File: src/pkg/fsr_pkg.sv
// package: register codes, field layout, reset values and carrier types for the fault register bank
package fsr_pkg;
    // command codes of the register bank
    localparam logic [7:0] CODE_FAULT_EVENT_FLAGS = 8'hD0;
    localparam logic [7:0] CODE_FAULT_IGNORE_BITS = 8'hD1;
    localparam logic [7:0] CODE_FAULT_RECOVERY_SELECT = 8'hD2;
    localparam logic [7:0] CODE_OUTPUT_OVERVOLTAGE_THRESHOLD = 8'hD3;
    localparam logic [7:0] CODE_OUTPUT_UNDERVOLTAGE_THRESHOLD = 8'hD4;
    localparam logic [7:0] CODE_INPUT_CURRENT_REGULATION_THRESHOLD = 8'hD5;
    localparam logic [7:0] CODE_AVERAGE_OVERCURRENT_THRESHOLD = 8'hD6;
    localparam logic [7:0] CODE_COMMAND_A = 8'h03;

    // fault bit positions
    localparam int BIT_BUS_COMMUNICATION_WARNING = 0;
    localparam int BIT_THERMISTOR_WARNING = 1;
    localparam int BIT_INPUT_OVERVOLTAGE = 2;
    localparam int BIT_THERMISTOR_FAULT = 3;
    localparam int BIT_SECOND_LEVEL_PEAK_OVERCURRENT = 5;
    localparam int BIT_OUTPUT_UNDERVOLTAGE = 6;
    localparam int BIT_OUTPUT_OVERVOLTAGE = 7;
    localparam int BIT_PLL_COMPENSATION_SHORT = 8;
    localparam int BIT_PLL_LOCK_LOSS = 9;

    // implemented-bit masks
    localparam logic [15:0] FAULT_EVENT_FLAGS_USED = 16'h03EF;
    localparam logic [15:0] FAULT_IGNORE_BITS_USED = 16'h03EF;
    localparam logic [15:0] FAULT_RECOVERY_SELECT_USED = 16'h03FC;
    localparam logic [7:0] THRESHOLD_USED = 8'h07;

    // reset values
    localparam logic [15:0] FAULT_EVENT_FLAGS_RESET = 16'h0000;
    localparam logic [15:0] FAULT_IGNORE_BITS_RESET = 16'h0049;
    localparam logic [7:0] OUTPUT_OVERVOLTAGE_THRESHOLD_RESET = 8'h06;
    localparam logic [7:0] OUTPUT_UNDERVOLTAGE_THRESHOLD_RESET = 8'h01;
    localparam logic [7:0] INPUT_CURRENT_REGULATION_THRESHOLD_RESET = 8'h07;
    localparam logic [7:0] AVERAGE_OVERCURRENT_THRESHOLD_RESET = 8'h07;

    // edges after reset release before the synced strap level can be trusted
    localparam logic [1:0] STRAP_SETTLE_CYCLES = 2'h2;

    // protective response of the converter
    typedef enum logic [1:0] {
        FSR_RUN,
        FSR_HICCUP,
        FSR_LATCHED
    } fsr_resp_e;

    // one register access from the bus transaction engine
    typedef struct packed {
        logic wr;
        logic rd;
        logic [7:0] code;
        logic [15:0] data;
    } fsr_req_s;

    // threshold settings handed to the analogue comparators
    typedef struct packed {
        logic [2:0] output_overvoltage;
        logic [2:0] output_undervoltage;
        logic [2:0] input_current_regulation;
        logic [2:0] average_overcurrent;
    } fsr_thresh_s;
endpackage

File: src/design/fsr_regs.sv
// fault record, ignore mask, recovery select and threshold registers
`timescale 1ns/10ps
// Function
// - a 16-bit fault record keeps each fault and warning at its own bit, 15:10 and 4 unused.
// - a record bit set to one holds until the host writes zero, command_a arrives, or reset.
// - record bits set on every trigger whatever the ignore mask says.
// - a 16-bit ignore mask; a one means no protective action and normal switching goes on.
// - with the mask bit zero a triggering fault enters hiccup or latch-off as selected.
// - the ignore mask is read/write as a word and resets to 0049h.
// - a 16-bit recovery select uses bits 9:2 at the record positions; others unused.
// - a recovery select one means hiccup, zero means latch-off.
// - an output overvoltage threshold byte resets to 06h.
// - an output undervoltage threshold byte resets to 01h.
// - an input current regulation threshold byte resets to 07h.
// - an average overcurrent threshold byte resets to 07h.
// - only bits 2:0 of each threshold byte are kept.
// - command_a clears all records and releases the alert; a standing fault sets again at once.
// - command_a does not restart a latched or hiccuping converter.
module fsr_regs (
    input wire logic CLK_SYS,
    input wire logic RST_N,
    input wire fsr_pkg::fsr_req_s REQ,
    input wire logic [15:0] FAULT_IN,
    input wire logic RECOVERY_STRAP_PIN,
    input wire logic HICCUP_DONE,
    output logic [15:0] RDATA,
    output logic RVALID,
    output logic ALERT_OUTPUT,
    output logic PROTECT_ACTIVE,
    output logic HICCUP_ACTIVE,
    output logic LATCH_OFF,
    output fsr_pkg::fsr_thresh_s THRESH
);
    logic [15:0] fault_sync1;
    logic [15:0] fault_sync2;
    logic strap_sync1;
    logic strap_sync2;
    logic strap_loaded;
    logic [1:0] strap_wait;
    logic [15:0] fault_event_flags;
    logic [15:0] fault_ignore_bits;
    logic [15:0] fault_recovery_select;
    logic [15:0] next_flags;
    logic [15:0] trip;
    logic wr_code;
    logic clear_cmd;
    fsr_pkg::fsr_resp_e resp;

    // fault lines and strap come from the analogue side, so they pass two flops
    always_ff @(posedge CLK_SYS or negedge RST_N) begin
        if (!RST_N) begin
            fault_sync1 <= 16'h0000;
            fault_sync2 <= 16'h0000;
            strap_sync1 <= 1'b0;
            strap_sync2 <= 1'b0;
        end else begin
            fault_sync1 <= FAULT_IN;
            fault_sync2 <= fault_sync1;
            strap_sync1 <= RECOVERY_STRAP_PIN;
            strap_sync2 <= strap_sync1;
        end
    end

    assign wr_code = REQ.wr;
    assign clear_cmd = REQ.wr && (REQ.code == fsr_pkg::CODE_COMMAND_A);

    // record update: a host write or command_a clears, but a live trigger always wins
    always_comb begin
        next_flags = fault_event_flags;
        if (clear_cmd) begin
            next_flags = 16'h0000;
        end else if (wr_code && REQ.code == fsr_pkg::CODE_FAULT_EVENT_FLAGS) begin
            next_flags = fault_event_flags & REQ.data;
        end
        next_flags = (next_flags | fault_sync2) & fsr_pkg::FAULT_EVENT_FLAGS_USED;
    end

    // sticky record; the mask plays no part here
    always_ff @(posedge CLK_SYS or negedge RST_N) begin
        if (!RST_N) begin
            fault_event_flags <= fsr_pkg::FAULT_EVENT_FLAGS_RESET;
        end else begin
            fault_event_flags <= next_flags;
        end
    end

    // ignore mask, word wide
    always_ff @(posedge CLK_SYS or negedge RST_N) begin
        if (!RST_N) begin
            fault_ignore_bits <= fsr_pkg::FAULT_IGNORE_BITS_RESET;
        end else if (wr_code && REQ.code == fsr_pkg::CODE_FAULT_IGNORE_BITS) begin
            fault_ignore_bits <= REQ.data & fsr_pkg::FAULT_IGNORE_BITS_USED;
        end
    end

    // recovery select: strap loads bits 9:2 once after release, then host writes
    // the sync flops reset to zero, so the strap is read only after it has crossed both
    always_ff @(posedge CLK_SYS or negedge RST_N) begin
        if (!RST_N) begin
            fault_recovery_select <= 16'h0000;
            strap_loaded <= 1'b0;
            strap_wait <= 2'h0;
        end else if (!strap_loaded) begin
            if (strap_wait == fsr_pkg::STRAP_SETTLE_CYCLES) begin
                fault_recovery_select <=
                    {16{strap_sync2}} & fsr_pkg::FAULT_RECOVERY_SELECT_USED;
                strap_loaded <= 1'b1;
            end else begin
                strap_wait <= strap_wait + 2'h1;
            end
        end else if (wr_code && REQ.code == fsr_pkg::CODE_FAULT_RECOVERY_SELECT) begin
            fault_recovery_select <= REQ.data & fsr_pkg::FAULT_RECOVERY_SELECT_USED;
        end
    end

    // threshold bytes keep only their low three bits
    always_ff @(posedge CLK_SYS or negedge RST_N) begin
        if (!RST_N) begin
            THRESH.output_overvoltage <= fsr_pkg::OUTPUT_OVERVOLTAGE_THRESHOLD_RESET[2:0];
            THRESH.output_undervoltage <= fsr_pkg::OUTPUT_UNDERVOLTAGE_THRESHOLD_RESET[2:0];
            THRESH.input_current_regulation <=
                fsr_pkg::INPUT_CURRENT_REGULATION_THRESHOLD_RESET[2:0];
            THRESH.average_overcurrent <= fsr_pkg::AVERAGE_OVERCURRENT_THRESHOLD_RESET[2:0];
        end else if (wr_code) begin
            case (REQ.code)
                fsr_pkg::CODE_OUTPUT_OVERVOLTAGE_THRESHOLD: begin
                    THRESH.output_overvoltage <= REQ.data[2:0];
                end
                fsr_pkg::CODE_OUTPUT_UNDERVOLTAGE_THRESHOLD: begin
                    THRESH.output_undervoltage <= REQ.data[2:0];
                end
                fsr_pkg::CODE_INPUT_CURRENT_REGULATION_THRESHOLD: begin
                    THRESH.input_current_regulation <= REQ.data[2:0];
                end
                fsr_pkg::CODE_AVERAGE_OVERCURRENT_THRESHOLD: begin
                    THRESH.average_overcurrent <= REQ.data[2:0];
                end
                default: begin
                end
            endcase
        end
    end

    // unmasked faults that carry a protective response (warnings have no select bit)
    assign trip = fault_sync2 & ~fault_ignore_bits & fsr_pkg::FAULT_RECOVERY_SELECT_USED;

    // protective response; command_a is deliberately not an input here
    always_ff @(posedge CLK_SYS or negedge RST_N) begin
        if (!RST_N) begin
            resp <= fsr_pkg::FSR_RUN;
        end else begin
            case (resp)
                fsr_pkg::FSR_RUN: begin
                    if ((trip & ~fault_recovery_select) != 16'h0000) begin
                        resp <= fsr_pkg::FSR_LATCHED;
                    end else if (trip != 16'h0000) begin
                        resp <= fsr_pkg::FSR_HICCUP;
                    end
                end
                fsr_pkg::FSR_HICCUP: begin
                    if (HICCUP_DONE) begin
                        resp <= fsr_pkg::FSR_RUN; // retry; only the sequencer ends hiccup
                    end
                end
                fsr_pkg::FSR_LATCHED: begin
                    resp <= fsr_pkg::FSR_LATCHED; // only reset leaves latch-off
                end
                default: begin
                    resp <= fsr_pkg::FSR_RUN;
                end
            endcase
        end
    end

    // response outputs registered from the current state
    always_ff @(posedge CLK_SYS or negedge RST_N) begin
        if (!RST_N) begin
            HICCUP_ACTIVE <= 1'b0;
            LATCH_OFF <= 1'b0;
            PROTECT_ACTIVE <= 1'b0;
        end else begin
            HICCUP_ACTIVE <= (resp == fsr_pkg::FSR_HICCUP);
            LATCH_OFF <= (resp == fsr_pkg::FSR_LATCHED);
            PROTECT_ACTIVE <= (resp != fsr_pkg::FSR_RUN);
        end
    end

    // alert is registered from the next record value, in step with the record, so command_a drops it unless a fault stands
    always_ff @(posedge CLK_SYS or negedge RST_N) begin
        if (!RST_N) begin
            ALERT_OUTPUT <= 1'b0;
        end else begin
            ALERT_OUTPUT <= (next_flags != 16'h0000);
        end
    end

    // read path: one cycle latency, unknown codes read zero
    always_ff @(posedge CLK_SYS or negedge RST_N) begin
        if (!RST_N) begin
            RDATA <= 16'h0000;
            RVALID <= 1'b0;
        end else begin
            RVALID <= REQ.rd;
            if (REQ.rd) begin
                case (REQ.code)
                    fsr_pkg::CODE_FAULT_EVENT_FLAGS: RDATA <= fault_event_flags;
                    fsr_pkg::CODE_FAULT_IGNORE_BITS: RDATA <= fault_ignore_bits;
                    fsr_pkg::CODE_FAULT_RECOVERY_SELECT: RDATA <= fault_recovery_select;
                    fsr_pkg::CODE_OUTPUT_OVERVOLTAGE_THRESHOLD: begin
                        RDATA <= {13'h0000, THRESH.output_overvoltage};
                    end
                    fsr_pkg::CODE_OUTPUT_UNDERVOLTAGE_THRESHOLD: begin
                        RDATA <= {13'h0000, THRESH.output_undervoltage};
                    end
                    fsr_pkg::CODE_INPUT_CURRENT_REGULATION_THRESHOLD: begin
                        RDATA <= {13'h0000, THRESH.input_current_regulation};
                    end
                    fsr_pkg::CODE_AVERAGE_OVERCURRENT_THRESHOLD: begin
                        RDATA <= {13'h0000, THRESH.average_overcurrent};
                    end
                    default: RDATA <= 16'h0000;
                endcase
            end
        end
    end
endmodule

File: config.mk
export PLATFORM = sky130hd
export DESIGN_NAME = fsr_regs
export DESIGN_NICKNAME = d
export VERILOG_FILES = /design/src/pkg/fsr_pkg.sv /design/src/design/fsr_regs.sv
export SDC_FILE = /design/constraint.sdc
export NUM_CORES = 1
export LEC_CHECK = 0
export ABC_AREA = 1
export BUFFER_PORTS_ARGS = -buffer_cell sky130_fd_sc_hd__buf_2
export CAP_MARGIN = 20
export CORE_UTILIZATION = 57
export CTS_BUF_LIST = sky130_fd_sc_hd__clkbuf_8 sky130_fd_sc_hd__clkbuf_16
export DETAILED_ROUTE_END_ITERATION = 10
export PLACE_DENSITY = 0.84
export SETUP_SLACK_MARGIN = 0.3
export SYNTH_ARGS = -nofsm -noshare
export SYNTH_HDL_FRONTEND = slang
export SYNTH_SLANG_ARGS = --single-unit
File: constraint.sdc
create_clock -name CLK_SYS -period 3.3 [get_ports CLK_SYS]
set_input_delay 0 -clock CLK_SYS [delete_from_list [all_inputs] [get_ports CLK_SYS]]
set_output_delay 0 -clock CLK_SYS [all_outputs]
set_load 0.05 [all_outputs]
==> flow_summary.ini, run 1 <==
[timing]
drv_slew = 0
fin_crit_ns = 1.41
finClkSkew_ns = 0.00901
fmax_mhz = 709
layout_worst_path_cycle_share_pct = 42.7
grt_setup_unrepaired = no
relSlewSlack_pct = 37.1
finalHoldViolations = 0
tns_ns = 0
setup_ws_ns = 1.89
setup_violations = 0
tightest_slew_ns = 0.944

[clock_tree]
post-cts-setup-buffers = 0
cts_hold_buf = 21
root_buffer = clkbuf_8
insertion_delay_ns = 0.35
cts_max_path_buffers = 2
cts_sinks = 80
htree_levels = 3
cts.reportedPaths.clkPinSlew_ns = 0.09
cts_buffers = 9
cts_tree = done
cts-resized-gates = 0

[setup_path]
path_cells = nor2_1 -> nand2_1 -> o21ai_0 -> a211oi_1 -> nand4_1 -> o21ai_0
rr_startpoint = fault_ignore_bits[6]
rrSetupSlack_ns = 1.89
cp_common_cell = o21ai_0
r2r_end = resp[0]
cp_data_arrival_time_ns = 1.68
cp-end-kind = register
worst-setup-path-type = reg2reg
max_stage_delay_ns = 0.56
crit_fanout = 3
crit_path_start_kind = register
crit_required_ns = 3.57
reg2reg_depth = 6
cpMaxStageDelayCell = dfstp_2

[place]
port-buffer-count = 60
finalWeightedCongestion = 0.887
placed_cell_area_mm2 = 0.00376
dp_hpwl_mm = 5.13
pre_cts_ws_ns = 1.85

[route]
first_pass_iters = 5
vias_per_cell = 5.03
drt_iter0_markers = 294
drc = 0
finalWirelength_mm = 7.33
vias = 2739
wire_per_inst_um = 13.5
drtAntennaViolNets = 0

[global_routing]
gr-usage-met2_pct = 42.0
grt_pass1_vias = 2616
use_met3_pct = 3.89
grt_pass1_wl_mm = 11.9
antenna_found_initial = 0
grt_overflow = 0
use_met1_pct = 34.0
grt_max_degree = 81
grt_usage_pct = 25.6
top_usage_layer = met2

[finish]
fin_nets = 514
num-fill-cells = 420
mostFrequentLayoutCell = nand2_1
final_cell_mix = nand2_1 (107), dfrtp_1 (68), buf_2 (59)
drive_gt1_share_pct = 22.0
area_growth_pct = 21.8
design_area_mm2 = 0.00418
antennaDiodeCount = 0

[die]
fp.dieW_um = 79.5
die_h_um = 79.5
initial_core_util_pct = 60.7
num_io_pins = 79
core.rowCount = 27
core_mm2 = 0.00564
dieArea_mm2 = 0.00633

[synthesis]
synth-seq-cells = 80
ys_seq_area_share_pct = 58.9
synth_edf_count = 0
synthCells = 380
synthFlopType = dfrtp_1
yosys_warnings = 0
syn_area_mm2 = 0.00343
yosysUniqueCellTypes = 33
ys_async_sr_fraction_pct = 100
syn_area_per_cell_um2 = 9.02

[pwr]
power.leakage_nw = 2.15
ir_drop_v = 0.000333
power.density_mw_per_mm2 = 470

[hold_path]
hp-class = in2reg
min_to = THRESH[9]
min_path_cells = 3
worstHoldStart = REQ[0]

[run_status]
status = finished clean

[run]
drv_cap = 0
-- stage by stage --
stage,cells,total power [mW],util [%],hold WS (ns)
floorplan,385,1.17,-,-0.296
global route,544,2.03,74.0,0.0426
global placement,507,1.23,66.7,0.108
detailed placement,507,1.23,66.7,0.109
finish,544,1.96,74.0,0.0230
CTS,544,1.97,74.0,0.0107
-- metal layers --
layer  part of all wire [%]  vias up
li1                       -     1364
met1                     45     1278
met5                      0        -
met2                     49       85
met4                    1.6        0
met3                    4.5       12
-- logic make-up after synthesis --
kind of cell             synth area share, %
AND/OR/NAND/NOR                         21.6
flip-flops                              58.9
AO/OA/AOI/OAI                           10.8
buffers and inverters                   8.00
XOR/XNOR                               0.256
adder cells (fa/ha/maj)                0.365
other                                  0.109
-- state kept, by name (all words and copies together), names as in the netlist, 2 cells and up --
name,count
fault_ignore_bits,9
fault_sync1,10
resp,2
strap_wait,2
fault_recovery_select,8
fault_event_flags,9
fault_sync2,10
THRESH,12
RDATA,10
-- report_power, final --
group,internal [mW],leakage (nW),switching (mW)
combinational,0.0596,1.13,0.131
clock,0.355,0.0925,0.369
sequential,1.02,0.922,0.0222
-- critical path: cells and delay by family (launching register included) --
family / cells / cell delay (ns)
compound gates: 3 / 0.52
simple gates: 3 / 0.24
flops: 1 / 0.56
-- how the worst max path moves through the flow --
stage                    startpoint                        to  slack (ns)
4_1_cts        fault_ignore_bits[6]                   resp[0]        1.91
2_1_floorplan         strap_wait[0]  fault_recovery_select[7]        2.06
6_report       fault_ignore_bits[6]                   resp[0]        1.89
5_1_grt        fault_ignore_bits[6]                   resp[0]        1.76
3_3_place_gp                REQ[25]              ALERT_OUTPUT        1.83
3_5_place_dp                REQ[25]              ALERT_OUTPUT        1.85
-- synthesized netlist by cell type (4+ instances only) --
| master | n | share of area, % |
|---|---|---|
| nor2_1 | 38 | 4.2 |
| dfrtp_1 | 68 | 50 |
| a31oi_1 | 5 | 0.91 |
| nand4_1 | 7 | 1.3 |
| buf_4 | 6 | 1.3 |
| inv_1 | 50 | 5.5 |
| a21oi_1 | 9 | 1.3 |
| nand3_1 | 5 | 0.73 |
| dfstp_2 | 12 | 9.2 |
| o21ai_0 | 39 | 5.7 |
| nand2_1 | 107 | 12 |
| nand2_4 | 5 | 1.6 |
| o22ai_1 | 4 | 0.73 |
-- area by class of cell --
cell class / count / area, um^2 / share of cell area [%]
multi-input cells: 243 / 1150 / 27.7
repair buffers: 81 / 513 / 12.3
clock buffers: 9 / 124 / 2.97
clock inverters: 7 / 78.8 / 1.89
inverters: 52 / 198 / 4.73
flip-flops and latches: 80 / 2020 / 48.3
well taps: 72 / 90.1 / 2.16
No activity file was read; power rests on OpenSTA's default activity.
==> inputs of run 2 (changes only) <==
Settings changed: CORE_UTILIZATION 57 to 53, PLACE_DENSITY 0.84 to 0.79.
Clock period 3.3 ns to 1.35 ns, I/O delays scaled along.
==> flow_summary.ini, run 2 (synthesized netlist as in run 1, its figures left out) <==
[clock_tree]
htree_levels = 3
insertion_delay_ns = 0.35
root_buffer = clkbuf_8
cts_max_path_buffers = 2
cts_sinks = 80
cts_buffers = 9
cts.reportedPaths.clkPinSlew_ns = 0.08
cts_tree = done

[setup_path]
crit_path_start_kind = register
crit_required_ns = 1.62
reg2reg_depth = 7
rr_startpoint = strap_wait[0]
r2r_end = fault_recovery_select[3]
crit_fanout = 8
cp_data_arrival_time_ns = 1.53
cp-end-kind = register
rrSetupSlack_ns = 0.09
worst-setup-path-type = reg2reg

[finish]
drive_gt1_share_pct = 30.1
final_cell_mix = nand2_1 (104), dfrtp_1 (66), buf_2 (50)
area_growth_pct = 34.3
fin_nets = 537
top_register = THRESH
antennaDiodeCount = 0
mostFrequentLayoutCell = nand2_1
design_area_mm2 = 0.00460
largest_reg_flops = 12

[hold_path]
worstHoldStart = REQ[2]
min_to = fault_event_flags[2]
min_path_cells = 5
hp-class = in2reg

[run]
drv_cap = 0

[place]
dp_hpwl_mm = 5.42
port-buffer-count = 60
finalWeightedCongestion = 0.906
pre_cts_ws_ns = -0.00258
placed_cell_area_mm2 = 0.00392

[route]
finalWirelength_mm = 8.01
vias = 2971
drtAntennaViolNets = 0
first_pass_iters = 5
drc = 0
drt_iter0_markers = 221
vias_per_cell = 5.21
wire_per_inst_um = 14.1

[global_routing]
grt_max_degree = 29
grt_pass1_wl_mm = 12.5
grt_overflow = 0
grt_usage_pct = 25.5
antenna_found_initial = 0
grt_pass1_vias = 2800

[timing]
fmax_mhz = 792
tns_ns = 0
finClkSkew_ns = 0.00506
grt_setup_unrepaired = yes
fin_crit_ns = 1.26
setup_violations = 0
finalHoldViolations = 0
setup_ws_ns = 0.0872
layout_worst_path_cycle_share_pct = 93.5
holdWs_ns = 0.0139
drv_slew = 0

[run_status]
status = finished clean

[die]
dieArea_mm2 = 0.00679
core.rowCount = 28
fp.dieW_um = 82.4
initial_core_util_pct = 56.5
num_io_pins = 79
die_h_um = 82.4
core_mm2 = 0.00606

[pwr]
ir_drop_v = 0.000888
power.density_mw_per_mm2 = 1110
power.leakage_nw = 2.33
-- run 2: area by class of cell --
class                   instances  area, um^2
clock buffers                   9         124
multi-input cells             243        1230
well taps                      75        93.8
fillers                       416        1460
flip-flops and latches         80        2020
repair buffers                104         835
inverters                      52         198
clock inverters                 7         100
-- run 2: power breakdown --
part | total, mW | switching [mW] | leakage (nW) | internal [mW]
clock | 1.98 | 0.918 | 0.115 | 1.06
combinational | 0.545 | 0.337 | 1.30 | 0.209
sequential | 2.57 | 0.0653 | 0.920 | 2.50
-- run 2: worst max-delay path by stage --
stage,from,slack [ns],endpoint,cells after the start
after floorplan,strap_wait[0],0.19,fault_recovery_select[3],6
final,strap_wait[0],0.09,fault_recovery_select[3],7
after CTS,strap_wait[0],0.09,fault_recovery_select[3],7
after global routing,strap_wait[0],0.02,fault_recovery_select[3],7
after detailed placement,REQ[18],-0.003,fault_ignore_bits[8],9
after global placement,REQ[17],0.09,ALERT_OUTPUT,11
-- run 2: metal layers --
metal | vias to the layer above | GRT usage (%) | wire length (um)
met5 | - | 0 | 0
li1 | 1423 | - | -
met2 | 136 | 42.4 | 3890
met3 | 26 | 4.18 | 471
met1 | 1386 | 32.3 | 3420
met4 | 0 | 12.8 | 233
-- run 2: repair_timing --
action,in CTS,in global routing
gates resized for setup,32,21
endpoints found under the setup margin,22,45
gates cloned,0,1
hold buffers,21,1
hold endpoints to repair,108,2
pin swaps,2,10
buffers inserted,7,2
-- run 2: metrics by stage --
stage / utilization [%] / power (mW) / std cells
floorplan: - / 2.86 / 385
global placement: 64.7 / 3.03 / 523
detailed placement: 64.7 / 3.04 / 523
CTS: 74.4 / 5.11 / 567
global route: 75.9 / 5.28 / 570
finish: 75.9 / 5.09 / 570
-- run 2: worst max-delay path: stages (launching register included) --
cell     delay (ns)
dfrtp_1        0.40
inv_2          0.07
ha_4           0.13
nor2_4         0.04
a21oi_4        0.19
buf_12         0.16
nor2_4         0.03
a31oi_1        0.16
==> inputs of run 3 (changes only) <==
Settings changed: ABC_AREA 1 to default.
==> flow_summary.ini, run 3 <==
[synthesis]
yosys_warnings = 0
syn_area_mm2 = 0.00347
synthTopCellsByArea = dfrtp_1 (49%), dfstp_2 (9.1%), mux2_2 (8.4%)
synthFlopType = dfrtp_1
synth_top_area_cell = dfrtp_1
synth_edf_count = 0
yosysTopAreaCellShare_pct = 49.0
synth_most_common_cell = dfrtp_1
synthTopCellsByCount = dfrtp_1 (68), mux2_2 (26), a21oi_1 (23)
ys_async_sr_fraction_pct = 100
synthCells = 299
yosysUniqueCellTypes = 47
syn_area_per_cell_um2 = 11.6
synth-seq-cells = 80
ys_seq_area_share_pct = 58.1

[route]
vias_per_cell = 5.79
finalWirelength_mm = 9.82
drtAntennaViolNets = 0
drt_iter0_markers = 280
drc = 0
first_pass_iters = 5
wire_per_inst_um = 18.9
vias = 3013

[setup_path]
r2r_end = resp[0]
cp_data_arrival_time_ns = 1.96
rrSetupSlack_ns = -0.31
path_cells = nor2b_2 -> a2111oi_4 -> o2111ai_2 -> or3_1 -> a21oi_1
cp-end-kind = register
crit_required_ns = 1.65
startpoint = fault_ignore_bits[3]
worst-setup-path-type = reg2reg
crit_fanout = 2
reg2reg_depth = 5
max_stage_delay_ns = 0.56
path_buf_inv = 0
crit_family = compound AO/OA/AOI/OAI gates
rr_startpoint = fault_ignore_bits[3]
cpMaxStageDelayCell = dfstp_2
cp.depth = 5
crit_path_start_kind = register
cp-endpoint = resp[0]

[run_status]
failed_checks = setup timing
status = finished with violations

[place]
port-buffer-count = 60
placed_cell_area_mm2 = 0.00424
dp_hpwl_mm = 5.87
finalWeightedCongestion = 0.864
pre_cts_ws_ns = -0.484

[hold_path]
hp-class = in2reg

[pwr]
ir_drop_v = 0.000863
total_power_mw = 5.37
power.density_mw_per_mm2 = 1040
power.leakage_nw = 2.32

[die]
core_mm2 = 0.00635
num_io_pins = 79
core.rowCount = 29
fp.dieW_um = 82.9
dieArea_mm2 = 0.00688
initial_core_util_pct = 54.7
die_h_um = 82.9

[finish]
top_register = THRESH
largest_reg_flops = 12
fin_nets = 485
design_area_mm2 = 0.00516
mostFrequentLayoutCell = dfrtp_1
drive_gt1_share_pct = 52.4
final_cell_mix = dfrtp_1 (64), buf_2 (47), buf_4 (47)
area_growth_pct = 48.7
antennaDiodeCount = 0

[run]
drv_cap = 0

[clock_tree]
cts_tree = done
cts_max_path_buffers = 2
insertion_delay_ns = 0.37
cts_sinks = 80
root_buffer = clkbuf_8
cts.reportedPaths.clkPinSlew_ns = 0.09
cts_buffers = 9
htree_levels = 3

[global_routing]
grt_pass1_wl_mm = 14.8
grt_max_degree = 32
grt_pass1_vias = 3021
grt_overflow = 0
grt_usage_pct = 28.3
antenna_found_initial = 0

[timing]
layout_worst_path_cycle_share_pct = 123
tns_ns = -0.680
finClkSkew_ns = 0.0171
fmax_mhz = 603
setup_violations = 3
setup_ws_ns = -0.309
drv_slew = 0
grt_setup_unrepaired = yes
finalHoldViolations = 0
fin_crit_ns = 1.66
holdWs_ns = 0.0441
run 3: cell count changes in the layout (fill, tap and decap cells not counted), moves of 6 or more:
cell,delta
nor2_1,-18
mux2_2,+23
a21o_1,+6
nand2_4,-6
nand2b_1,+7
nand2_1,-99
nand3b_1,+6
buf_4,+28
o22ai_1,+7
inv_1,-31
buf_6,+10
a21oi_2,+11
o21ai_0,-31
run 3: how the worst min path moves through the flow:
stage                 from              to  slack [ns]  depth (start not counted)
floorplan            RST_N    ALERT_OUTPUT       -0.30                          0
finish              REQ[2]       THRESH[2]        0.04                          2
CTS                 REQ[2]       THRESH[5]       0.002                          2
global placement     RST_N  PROTECT_ACTIVE       -0.04                          1
detailed placement   RST_N  PROTECT_ACTIVE       -0.03                          1
global route        REQ[2]       THRESH[2]        0.03                          2
run 3: area by class of cell:
cell class	count	area (um^2)
Tap cell	77	96.3
Fill cell	327	1190
Clock buffer	9	124
Clock inverter	7	95.1
Sequential cell	80	2020
Multi-Input combinational cell	189	1600
Inverter	15	56.3
Timing Repair Buffer	143	1170
run 3: repair_timing:
action	4_1_cts	5_1_grt
hold buffers	24	0
setup endpoints to repair	41	46
pin swaps	6	12
resized for setup	67	26
setup buffers	7	7
endpoints found under the hold margin	116	0
gates cloned	1	0
run 3: worst reg2reg max path, stage by stage (launching register included):
cell and delay (ns):
dfstp_2 0.56, nor2b_2 0.06, a2111oi_4 0.30, o2111ai_2 0.16, or3_1 0.37, a21oi_1 0.15
run 3: routing by layer:
metal	vias to the layer above	GRT usage [%]	part of all wire (%)
li1	1340	-	-
met1	1509	36.6	43
met2	139	43.8	48
met3	25	7.65	5.6
met4	0	14.6	2.9
met5	-	0	0
run 3: report_power, final:
| group | leakage [nW] | internal, mW | total (mW) | switching (mW) |
|---|---|---|---|---|
| Combinational | 1.29 | 0.379 | 0.807 | 0.427 |
| Clock | 0.115 | 1.04 | 1.98 | 0.937 |
| Sequential | 0.915 | 2.50 | 2.58 | 0.0763 |
| Total | 2.32 | 3.93 | 5.37 | 1.44 |
run 3: stage by stage:
step,std cells,util (%)
after floorplan,304,-
after global placement,465,66.7
after detailed placement,465,66.7
after CTS,513,78.5
after global routing,520,81.3
final,520,81.3
run 3: cells by family after synthesis:
family	after synthesis	synth area share (%)
buffers and inverters	36	4.61
other	1	0.108
and+or+nand+nor	83	13.7
xor gates and xnor gates	1	0.252
adders and majority gates	1	0.360
AOI/OAI and AO/OA	64	12.0
muxes	33	10.8
DFF	80	58.1
